File: config.mk
export PLATFORM = sky130hd
export DESIGN_NAME = cef_irq
export DESIGN_NICKNAME = d
export VERILOG_FILES = /design/src/cef_pkg.sv /design/src/cef_flags.sv /design/src/cef_irq.sv
export SDC_FILE = /design/constraint.sdc
export NUM_CORES = 1
export LEC_CHECK = 0
export BUFFER_PORTS_ARGS = -buffer_cell sky130_fd_sc_hd__buf_4
export CORE_AREA = 2 2 93 131
export DETAILED_ROUTE_END_ITERATION = 10
export DIE_AREA = 0 0 95 133
export PLACE_DENSITY = 0.75
export SETUP_SLACK_MARGIN = 0.02
export SLEW_MARGIN = 20
export SYNTH_ARGS = -nofsm -noshare
export SYNTH_HDL_FRONTEND = slang
export SYNTH_HIERARCHICAL = 1
export SYNTH_SLANG_ARGS = --single-unit
File: constraint.sdc
create_clock -name i_mclk -period 1.85 [get_ports i_mclk]
set_clock_uncertainty 0.2 [all_clocks]
set_input_delay 0.37 -clock i_mclk [delete_from_list [all_inputs] [get_ports i_mclk]]
set_output_delay 0.37 -clock i_mclk [all_outputs]
set_load 0.02 [all_outputs]
File: src/cef_pkg.sv
/*
  Package for the converter event flag and interrupt block: register map,
  flag positions, reset values and bus carrier types.
  Assumes a 32-bit AXI4-Lite register bus with byte addresses.
*/
package cef_pkg;

  // ---------------------------------------------------------------
  // Register map
  // ---------------------------------------------------------------
  localparam logic [3:0] CEF_OFS_STATUS = 4'h0;
  localparam logic [3:0] CEF_OFS_ENABLE = 4'h4;
  localparam logic [3:0] CEF_OFS_CFGCMD = 4'h8;
  localparam logic [31:0] CEF_RESET_VAL = 32'h00000000;

  // ---------------------------------------------------------------
  // Flag positions
  // ---------------------------------------------------------------
  localparam int CEF_BIT_CFGRDY = 13;
  localparam int CEF_BIT_CALIB = 11;
  localparam int CEF_BIT_WDOG3 = 9;
  localparam int CEF_BIT_WDOG2 = 8;
  localparam int CEF_BIT_WDOG1 = 7;
  localparam int CEF_BIT_OVERRUN = 4;
  localparam int CEF_BIT_SEQ = 3;
  localparam int CEF_BIT_CONV = 2;
  localparam int CEF_BIT_SAMP = 1;
  localparam int CEF_BIT_RDY = 0;
  localparam logic [31:0] CEF_IMPL_MASK = 32'h00002B9F;

  // Control register of own layout
  localparam int CEF_BIT_START = 0;
  localparam int CEF_BIT_ENCMD = 1;
  localparam int CEF_BIT_CFGWR = 2;

  // ---------------------------------------------------------------
  // Bus response codes
  // ---------------------------------------------------------------
  localparam logic [1:0] CEF_RESP_OKAY = 2'h0;
  localparam logic [1:0] CEF_RESP_SLVERR = 2'h2;

  typedef struct packed {
    logic awvalid;
    logic [3:0] awaddr;
    logic wvalid;
    logic [31:0] wdata;
    logic [3:0] wstrb;
    logic bready;
    logic arvalid;
    logic [3:0] araddr;
    logic rready;
  } cef_axi_req_t;

  typedef struct packed {
    logic awready;
    logic wready;
    logic bvalid;
    logic [1:0] bresp;
    logic arready;
    logic rvalid;
    logic [31:0] rdata;
    logic [1:0] rresp;
  } cef_axi_rsp_t;

  // Event pulses from the conversion engine
  typedef struct packed {
    logic cfg_applied;
    logic calib_done;
    logic wdog_three;
    logic wdog_two;
    logic wdog_one;
    logic seq_done;
    logic conv_done;
    logic samp_done;
    logic conv_ready;
    logic data_read;
  } cef_events_t;

endpackage

File: src/cef_flags.sv
/*
  Sticky flag bank: set by hardware events, cleared by write-one.
  Assumes events and clears are single-cycle pulses on i_mclk.
*/
`timescale 1ns/10ps
module cef_flags (
  // Clock and reset
  input wire logic i_mclk,
  input wire logic i_sys_rst,
  // Set and clear vectors
  input wire logic [31:0] i_set,
  input wire logic [31:0] i_clr,
  // Flag state
  output logic [31:0] o_flags
);
  import cef_pkg::*;

  typedef struct packed {
    logic [31:0] flags;
  } cef_flags_state_t;

  cef_flags_state_t st;
  cef_flags_state_t next_st;

  always_comb begin
    next_st = st;
    // Set beats clear; reserved bits stay zero
    next_st.flags = ((st.flags & ~i_clr) | i_set) & CEF_IMPL_MASK;
  end

  always_ff @(posedge i_mclk) begin
    if (i_sys_rst) begin
      st <= '{flags: CEF_RESET_VAL};
    end else begin
      st <= next_st;
    end
  end

  assign o_flags = st.flags;
endmodule // cef_flags

File: src/cef_irq.sv
/*
  Converter event flags and interrupt controller with AXI4-Lite slave.
  Assumes event inputs are one-cycle pulses synchronous to i_mclk.
*/
// How it works
// - Channel-configuration-ready flag (bit 13) sets once a configuration change is applied; write 1 clears it.
// - A new configuration or start command in a later write before that flag rises is ignored; a start in the configuring write is accepted.
// - Calibration-done flag (bit 11) sets on calibration end; write 1 clears it.
// - Watchdog-3 flag (bit 9) sets on a watchdog-3 threshold crossing; write 1 clears it.
// - Watchdog-2 flag (bit 8) sets on a watchdog-2 threshold crossing; write 1 clears it.
// - Watchdog-1 flag (bit 7) sets on a watchdog-1 threshold crossing; write 1 clears it.
// - Overrun flag (bit 4) sets when a conversion ends while conversion-done is still set.
// - Sequence-done flag (bit 3) sets after the last channel is converted; write 1 clears it.
// - Conversion-done flag (bit 2) sets per result; cleared by write 1 or data read.
// - Sampling-done flag (bit 1) sets at the end of each sampling phase; write 1 clears it.
// - Ready flag (bit 0) sets once the enabled converter can accept requests; write 1 clears it.
// - Status and enable reset to zero and reserved bits stay zero.
// - Enable register holds read-write enables, writes ignored while a start command is set; 1 enables the matching interrupt.
// - Overrun, sequence and conversion enables request an interrupt while their flag is set.
`timescale 1ns/10ps
module cef_irq (
  // Clock and reset
  input wire logic i_mclk,
  input wire logic i_sys_rst,
  // Register bus
  input wire cef_pkg::cef_axi_req_t i_axi,
  output cef_pkg::cef_axi_rsp_t o_axi,
  // Conversion engine events and state
  input wire cef_pkg::cef_events_t i_evt,
  input wire logic i_start_clear,
  // Commands to the conversion engine
  output logic o_start_cmd,
  output logic o_enable_cmd,
  output logic o_cfg_write,
  // Interrupt
  output logic o_irq
);
  import cef_pkg::*;

  typedef struct packed {
    cef_axi_rsp_t axi;
    logic aw_held;
    logic [3:0] aw_addr;
    logic w_held;
    logic [31:0] w_data;
    logic [3:0] w_strb;
    logic [31:0] enable;
    logic start_cmd;
    logic enable_cmd;
    logic cfg_pending;
    logic cfg_write;
    logic irq;
  } cef_state_t;

  cef_state_t st;
  cef_state_t next_st;
  logic [31:0] flags;
  logic [31:0] flag_set;
  logic [31:0] flag_clr;

  // ---------------------------------------------------------------
  // Helpers
  // ---------------------------------------------------------------
  function automatic logic [31:0] strb_mask(input logic [3:0] strb);
    logic [31:0] m;
    m = '0;
    for (int i = 0; i < 4; i++) begin
      m[i*8 +: 8] = {8{strb[i]}};
    end
    return m;
  endfunction

  function automatic logic addr_ok(input logic [3:0] a);
    return (a == CEF_OFS_STATUS) || (a == CEF_OFS_ENABLE) ||
      (a == CEF_OFS_CFGCMD);
  endfunction

  // ---------------------------------------------------------------
  // Flag bank
  // ---------------------------------------------------------------
  cef_flags u_flags (
    .i_mclk(i_mclk),
    .i_sys_rst(i_sys_rst),
    .i_set(flag_set),
    .i_clr(flag_clr),
    .o_flags(flags)
  );

  logic wr_go;
  logic [31:0] wr_bits;
  logic rd_go;
  logic cfg_req;

  always_comb begin
    wr_go = st.aw_held && st.w_held && !st.axi.bvalid;
    wr_bits = st.w_data & strb_mask(st.w_strb);
    rd_go = i_axi.arvalid && !st.axi.rvalid;
    cfg_req = wr_go && (st.aw_addr == CEF_OFS_CFGCMD) &&
      wr_bits[CEF_BIT_CFGWR];

    flag_set = '0;
    flag_set[CEF_BIT_CFGRDY] = i_evt.cfg_applied && st.cfg_pending;
    flag_set[CEF_BIT_CALIB] = i_evt.calib_done;
    flag_set[CEF_BIT_WDOG3] = i_evt.wdog_three;
    flag_set[CEF_BIT_WDOG2] = i_evt.wdog_two;
    flag_set[CEF_BIT_WDOG1] = i_evt.wdog_one;
    flag_set[CEF_BIT_OVERRUN] = i_evt.conv_done && flags[CEF_BIT_CONV];
    flag_set[CEF_BIT_SEQ] = i_evt.seq_done;
    flag_set[CEF_BIT_CONV] = i_evt.conv_done;
    flag_set[CEF_BIT_SAMP] = i_evt.samp_done;
    flag_set[CEF_BIT_RDY] = i_evt.conv_ready && st.enable_cmd;

    // Write-one clears; zeros leave flags alone
    flag_clr = '0;
    if (wr_go && st.aw_addr == CEF_OFS_STATUS) begin
      flag_clr = wr_bits;
    end
    if (i_evt.data_read) begin
      flag_clr[CEF_BIT_CONV] = 1'b1;
    end
  end

  // ---------------------------------------------------------------
  // Next state
  // ---------------------------------------------------------------
  always_comb begin
    next_st = st;
    next_st.cfg_write = 1'b0;
    next_st.axi.awready = !st.aw_held && !i_axi.awvalid ? 1'b0 :
      !st.aw_held && !st.axi.awready;
    next_st.axi.wready = !st.w_held && !i_axi.wvalid ? 1'b0 :
      !st.w_held && !st.axi.wready;

    // Capture address and data in either order
    if (i_axi.awvalid && st.axi.awready) begin
      next_st.aw_held = 1'b1;
      next_st.aw_addr = i_axi.awaddr;
      next_st.axi.awready = 1'b0;
    end
    if (i_axi.wvalid && st.axi.wready) begin
      next_st.w_held = 1'b1;
      next_st.w_data = i_axi.wdata;
      next_st.w_strb = i_axi.wstrb;
      next_st.axi.wready = 1'b0;
    end

    if (wr_go) begin
      next_st.aw_held = 1'b0;
      next_st.w_held = 1'b0;
      next_st.axi.bvalid = 1'b1;
      next_st.axi.bresp = addr_ok(st.aw_addr) ? CEF_RESP_OKAY :
        CEF_RESP_SLVERR;
      if (st.aw_addr == CEF_OFS_ENABLE && !st.start_cmd) begin
        next_st.enable = (st.enable & ~strb_mask(st.w_strb)) |
          (wr_bits & CEF_IMPL_MASK);
      end
      if (st.aw_addr == CEF_OFS_CFGCMD) begin
        if (st.w_strb[0]) begin
          next_st.enable_cmd = wr_bits[CEF_BIT_ENCMD];
        end
        // Start refused while a configuration is still pending
        if (wr_bits[CEF_BIT_START] && st.enable_cmd &&
            !st.cfg_pending) begin
          next_st.start_cmd = 1'b1;
        end
        // New configuration refused until the last one applied
        if (cfg_req && !st.cfg_pending) begin
          next_st.cfg_pending = 1'b1;
          next_st.cfg_write = 1'b1;
        end
      end
    end
    if (st.axi.bvalid && i_axi.bready) begin
      next_st.axi.bvalid = 1'b0;
    end

    if (i_evt.cfg_applied) begin
      next_st.cfg_pending = 1'b0;
    end
    if (i_start_clear) begin
      next_st.start_cmd = 1'b0;
    end
    if (!next_st.enable_cmd) begin
      next_st.start_cmd = 1'b0;
    end

    // Read channel
    next_st.axi.arready = rd_go && !st.axi.arready;
    if (rd_go && st.axi.arready) begin
      next_st.axi.rvalid = 1'b1;
      next_st.axi.rresp = addr_ok(i_axi.araddr) ? CEF_RESP_OKAY :
        CEF_RESP_SLVERR;
      case (i_axi.araddr)
        CEF_OFS_STATUS: next_st.axi.rdata = flags;
        CEF_OFS_ENABLE: next_st.axi.rdata = st.enable;
        CEF_OFS_CFGCMD: begin
          next_st.axi.rdata = '0;
          next_st.axi.rdata[CEF_BIT_START] = st.start_cmd;
          next_st.axi.rdata[CEF_BIT_ENCMD] = st.enable_cmd;
          next_st.axi.rdata[CEF_BIT_CFGWR] = st.cfg_pending;
        end
        default: next_st.axi.rdata = '0;
      endcase
    end
    if (st.axi.rvalid && i_axi.rready) begin
      next_st.axi.rvalid = 1'b0;
    end

    next_st.irq = |(flags & st.enable);
  end

  // ---------------------------------------------------------------
  // State register
  // ---------------------------------------------------------------
  always_ff @(posedge i_mclk) begin
    if (i_sys_rst) begin
      st <= '0;
    end else begin
      st <= next_st;
    end
  end

  assign o_axi = st.axi;
  assign o_start_cmd = st.start_cmd;
  assign o_enable_cmd = st.enable_cmd;
  assign o_cfg_write = st.cfg_write;
  assign o_irq = st.irq;
endmodule // cef_irq

==> flow_summary.json, run 1 <==
{
  "yosys_warnings": 6,
  "nets": 621,
  "max_freq_mhz": 560,
  "r2r_slack_ns": 0.06,
  "drv_cap": 0,
  "root_buffer": "clkbuf_16",
  "postSynthCellCount": 515,
  "placed_area_um2": 5180,
  "drt_iter0_markers": 145,
  "postLayoutCellArea_um2": 5500,
  "grt_max_degree": 30,
  "critPathLaunchType": "register",
  "report.final.slew_viol_count": 0,
  "grt_pass1_vias": 3373,
  "end_kind": "register",
  "clock_path_buffers": 2,
  "path_clk_slew_ns": 0.07,
  "r2r_end": "u_flags/o_flags[3]",
  "ir_drop_v": 0.000433,
  "gr-total-overflow": 0,
  "grt_pass1_wl_mm": 16.7,
  "grt_usage": 0.170,
  "finalWirelength_mm": 10.5,
  "worstHoldPathCells": 3,
  "place_inst": 693,
  "dieArea_um2": 12600,
  "detail-route-antenna-nets": 0,
  "finalNonFillerCells": 710,
  "status": "completed",
  "cts_tree": "built",
  "cp.arrival_ns": 1.82,
  "portBuffers": 82,
  "hp-class": "input port to register",
  "clkSinkCount": 106,
  "via_count": 3516,
  "slew_headroom": 0.652,
  "die_w_um": 95,
  "cp.required_ns": 1.88,
  "p_seq_frac": 0.538,
  "firstDrtPassIters": 5,
  "netlist_area_um2": 4710,
  "worstReg2RegStart": "o_axi[38]",
  "min_period_ns": 1.79,
  "wire_per_inst_um": 14.7,
  "critPathMaxFanout": 10,
  "pwr-share-comb": 0.066,
  "htreeDepth": 3,
  "period_share": 0.966,
  "worst_pin_slew_ns": 0.521,
  "power.leakage_nw": 2.23,
  "gpl.final_weighted_congestion": 0.821,
  "syn_to_final_growth_pct": 16.7,
  "rsz0062_at_grt": "false",
  "drive_gt1_frac": 0.288,
  "core_area_um2": 11600,
  "ios": 107,
  "syn_area_per_cell_um2": 9.15,
  "clock_latency_ns": 0.35,
  "viasPerCell": 4.95,
  "antenna_found_initial": 0,
  "p_sw_frac": 0.226,
  "ff2ff_path_depth": 6,
  "start_util": 0.407,
  "num_rows": 47,
  "whs_endpoint": "u_flags/o_flags[3]",
  "route.detailed.drc": 0,
  "p_int_w": 0.00339,
  "setup_violations": 0,
  "numCtsBuffers": 9,
  "fp.dieH_um": 133,
  "p_clk_frac": 0.396,
  "hp-start": "i_evt[4]",
  "powerDensity_nw_per_um2": 797,
  "fill_cells": 1060,
  "critPathKind": "register to register",
  "power_w": 0.00438,
  "dp_hpwl_mm": 7.77,
  "p_switching_w": 0.000991,
  "diodes": 0,
  "fin_setup_tns_ns": 0,
  "hold_violations": 0
}
worst max path at each step:
stage / from / endpoint / slack [ns] / cells after the start
4_1_cts: o_axi[38] / st[36] / 0.02 / 5
2_1_floorplan: st[74] / u_flags/o_flags[3] / 0.12 / 6
5_1_grt: o_axi[38] / u_flags/o_flags[3] / 0.03 / 6
3_3_place_gp: st[74] / st[29] / 0.03 / 5
6_report: o_axi[38] / u_flags/o_flags[3] / 0.06 / 6
3_5_place_dp: st[78] / st[36] / -0.06 / 5
per-stage QoR:
stage / hold slack [ns] / worst slack, ns / utilization
after floorplan: 0.226 / 0.125 / -
after global placement: 0.243 / 0.0325 / 0.447
after detailed placement: 0.246 / -0.0638 / 0.447
after CTS: 0.0591 / 0.0228 / 0.471
after global routing: 0.0645 / 0.0285 / 0.475
final: 0.0646 / 0.0630 / 0.475
area by class of cell:
cell class,instances,area (um2),share of cell area
Tap cell,147,184,0.0334
Clock buffer,13,250,0.0455
Sequential cell,106,2130,0.387
Multi-Input combinational cell,327,2060,0.375
Clock inverter,2,13.8,0.00250
Inverter,11,41.3,0.00751
Timing Repair Buffer,104,821,0.149
sequential cells by signal (all words and copies together) (netlist names), named ones only:
name	count
o_irq	1
o_axi	39
o_start_cmd	1
st	43
u_flags/o_flags	10
o_cfg_write	1
o_enable_cmd	1
placed cells by master, fill, tap and decap left out, types with 4 or more instances in the layout:
cell         n
clkbuf_16    9
a21oi_1     21
dfxtp_2      4
a22oi_1     48
nor3_1       4
dfxtp_1    102
nor3b_1      4
nand4_1      6
nor2_1      19
and2_1      21
a21oi_2     13
nand3_1      6
inv_1       11
mux2i_1     14
nand2b_4    10
o21ai_0     28
nand2_1     65
buf_4      100
and3_2       9
conb_1      24
power by group through the flow:
stage          logic, W  registers [W]  clock network, W
2_1_floorplan  0.000202        0.00240                 0
3_3_place_gp   0.000280        0.00240                 0
3_5_place_dp   0.000283        0.00241                 0
4_1_cts        0.000287        0.00235           0.00177
5_1_grt        0.000318        0.00236           0.00188
6_report       0.000290        0.00236           0.00174
metal layers:
| layer | share of wire | GRT usage | wire, um | vias to the layer above |
|---|---|---|---|---|
| met5 | 0 | 0 | 0 | - |
| met4 | 0.017 | 0.0564 | 178 | 0 |
| met3 | 0.037 | 0.0370 | 388 | 12 |
| met2 | 0.53 | 0.299 | 5530 | 80 |
| met1 | 0.42 | 0.202 | 4360 | 1633 |
| li1 | - | - | - | 1791 |
worst max-delay path, stage by stage, from the launching register on:
cell and delay [ns]:
dfxtp_2 0.35, nand3b_1 0.25, nor4_1 0.29, buf_4 0.23, and3_2 0.19, nand2b_4 0.12
a21oi_2 0.05
what timing repair did:
action / in CTS / in global routing
pin swaps: 0 / 0
gates resized for setup: 2 / 9
setup buffers: 0 / 1
hold buffers: 1 / 0
endpoints found under the setup margin: 17 / 28
endpoints found under the hold margin: 1 / 0
Note: power is estimated with default switching activity, not from simulation.
==> inputs of run 2 (changes only) <==
- REMOVE_ABC_BUFFERS: unset -> 1
- SETUP_SLACK_MARGIN: 0.02 -> 0.15
==> flow_summary.json, run 2 (synthesis gave the netlist of run 1 again) <==
{
  "path_clk_slew_ns": 0.07,
  "status": "completed",
  "wl_met3_um": 406,
  "ios": 107,
  "wl_met1_mm": 4.41,
  "pwr-share-comb": 0.065,
  "core_area_um2": 11600,
  "critPathMaxFanout": 5,
  "powerDensity_nw_per_um2": 823,
  "dieArea_um2": 12600,
  "p_sw_frac": 0.235,
  "dp_hpwl_mm": 7.56,
  "die_w_um": 95,
  "num_rows": 47,
  "cp.arrival_ns": 1.82,
  "hp-class": "input port to register",
  "drt_iter0_markers": 168,
  "antenna_found_initial": 0,
  "rsz0062_at_grt": "true",
  "nets": 625,
  "htreeDepth": 3,
  "p_clk_frac": 0.429,
  "numCtsBuffers": 9,
  "dr_wl_met2_mm": 5.61,
  "viasPerCell": 5.02,
  "setup_violations": 0,
  "whs_ns": 0.0540,
  "cp.required_ns": 1.93,
  "p_switching_w": 0.00109,
  "grt_pass1_vias": 3711,
  "p_seq_frac": 0.506,
  "critPathLaunchType": "register",
  "ir_drop_v": 0.000468,
  "drive_gt1_frac": 0.303,
  "drv_cap": 0,
  "start_util": 0.407,
  "max_freq_mhz": 577,
  "gr-total-overflow": 0,
  "portBuffers": 82,
  "crit_buf_inv": 0,
  "finalWirelength_mm": 10.7,
  "clkSinkCount": 106,
  "p_int_w": 0.00356,
  "largest_register_ffs": 43,
  "fill_cells": 1084,
  "setup_ws_ns": 0.118,
  "detail-route-antenna-nets": 0,
  "gpl.final_weighted_congestion": 0.842,
  "clock_latency_ns": 0.36,
  "cpPeakStageDelay_ns": 0.54,
  "grt_max_degree": 42,
  "critical-path-slowest-cell": "or4b_1",
  "regMostFlops": "st",
  "min_period_ns": 1.73,
  "grt_pass1_wl_mm": 18.2,
  "route.detailed.drc": 0,
  "hold_violations": 0,
  "critPathKind": "register to register",
  "grt_usage": 0.184,
  "report.final.slew_viol_count": 0,
  "final_cell_mix": "dfxtp_1 (101), buf_4 (101), nand2_1 (65), a22oi_1 (48), conb_1 (24)",
  "root_buffer": "clkbuf_16",
  "firstDrtPassIters": 4,
  "routed.top_layer": "met4",
  "power.leakage_nw": 2.27,
  "slew_headroom": 0.653,
  "via_count": 3589,
  "period_share": 0.936,
  "diodes": 0,
  "wire_per_inst_um": 15.0,
  "pre_cts_slack_ns": -0.0410,
  "path_delay_family": "simple AND/OR/NAND/NOR gates",
  "placed_area_um2": 5170,
  "end_kind": "register",
  "fp.dieH_um": 133,
  "clock_path_buffers": 2,
  "worst_pin_slew_ns": 0.519,
  "syn_to_final_growth_pct": 19.9,
  "power_w": 0.00465,
  "postLayoutCellArea_um2": 5650,
  "cts_tree": "built",
  "path_cells": "and4bb_2, nand4_1, or4b_1, a21oi_2"
}
-- run 2: changes by cell type in the layout (fill, tap and decap cells not counted), sizes merged --
cell      previous run  this run
clkbuf              13        10
nand2b              14        15
buf                103       106
clkinvlp             0         1
inv                 11        13
bufinv               0         1
-- run 2: stage by stage --
step / setup TNS (ns) / std cells / utilization
after global placement: 0 / 691 / 0.447
after global routing: 0 / 715 / 0.488
final: 0 / 715 / 0.488
after floorplan: -48.79 / 444 / -
after detailed placement: -0.125 / 691 / 0.447
after CTS: 0 / 715 / 0.483
-- run 2: what timing repair did --
item,CTS,global route
pin swaps,7,10
buffers inserted,5,0
endpoints found under the hold margin,1,0
resized for setup,13,25
endpoints found under the setup margin,69,61
hold buffers,1,0
gates cloned,2,0
-- run 2: routing by layer --
layer,GRT usage,vias to the layer above
li1,-,1798
met1,0.216,1679
met2,0.316,87
met3,0.0382,25
met4,0.0845,0
met5,0,-
-- run 2: path summary, 6_finish.rpt --
path,endpoint,slack (ns),cells after the start,start
max,o_start_cmd,0.12,4,st[76]
min,u_flags/o_flags[7],0.05,3,i_evt[5]
max reg2reg,o_start_cmd,0.12,4,st[76]
min reg2reg,o_axi[7],0.25,2,o_axi[7]
-- run 2: worst min-delay path: cells and delay by family --
| kind | cells | cell delay, ns |
|---|---|---|
| buf+inv | 2 | 0.11 |
| compound gates | 1 | 0.09 |
-- run 2: power by group through the flow --
stage          Clock (W)  Combinational, W  Sequential [W]
6_report         0.00200          0.000303         0.00235
5_1_grt          0.00212          0.000332         0.00236
3_3_place_gp           0          0.000281         0.00240
2_1_floorplan          0          0.000113         0.00241
3_5_place_dp           0          0.000286         0.00240
4_1_cts          0.00202          0.000296         0.00235
-- run 2: area by class of cell --
| class | count | area, um2 | share of cell area |
|---|---|---|---|
| multi-input cells | 328 | 2120 | 0.376 |
| well taps | 147 | 184 | 0.0325 |
| flip-flops and latches | 106 | 2130 | 0.377 |
| clock buffers | 10 | 239 | 0.0423 |
| clock inverters | 6 | 73.8 | 0.0131 |
| inverters | 11 | 41.3 | 0.00731 |
| repair buffers | 107 | 860 | 0.152 |
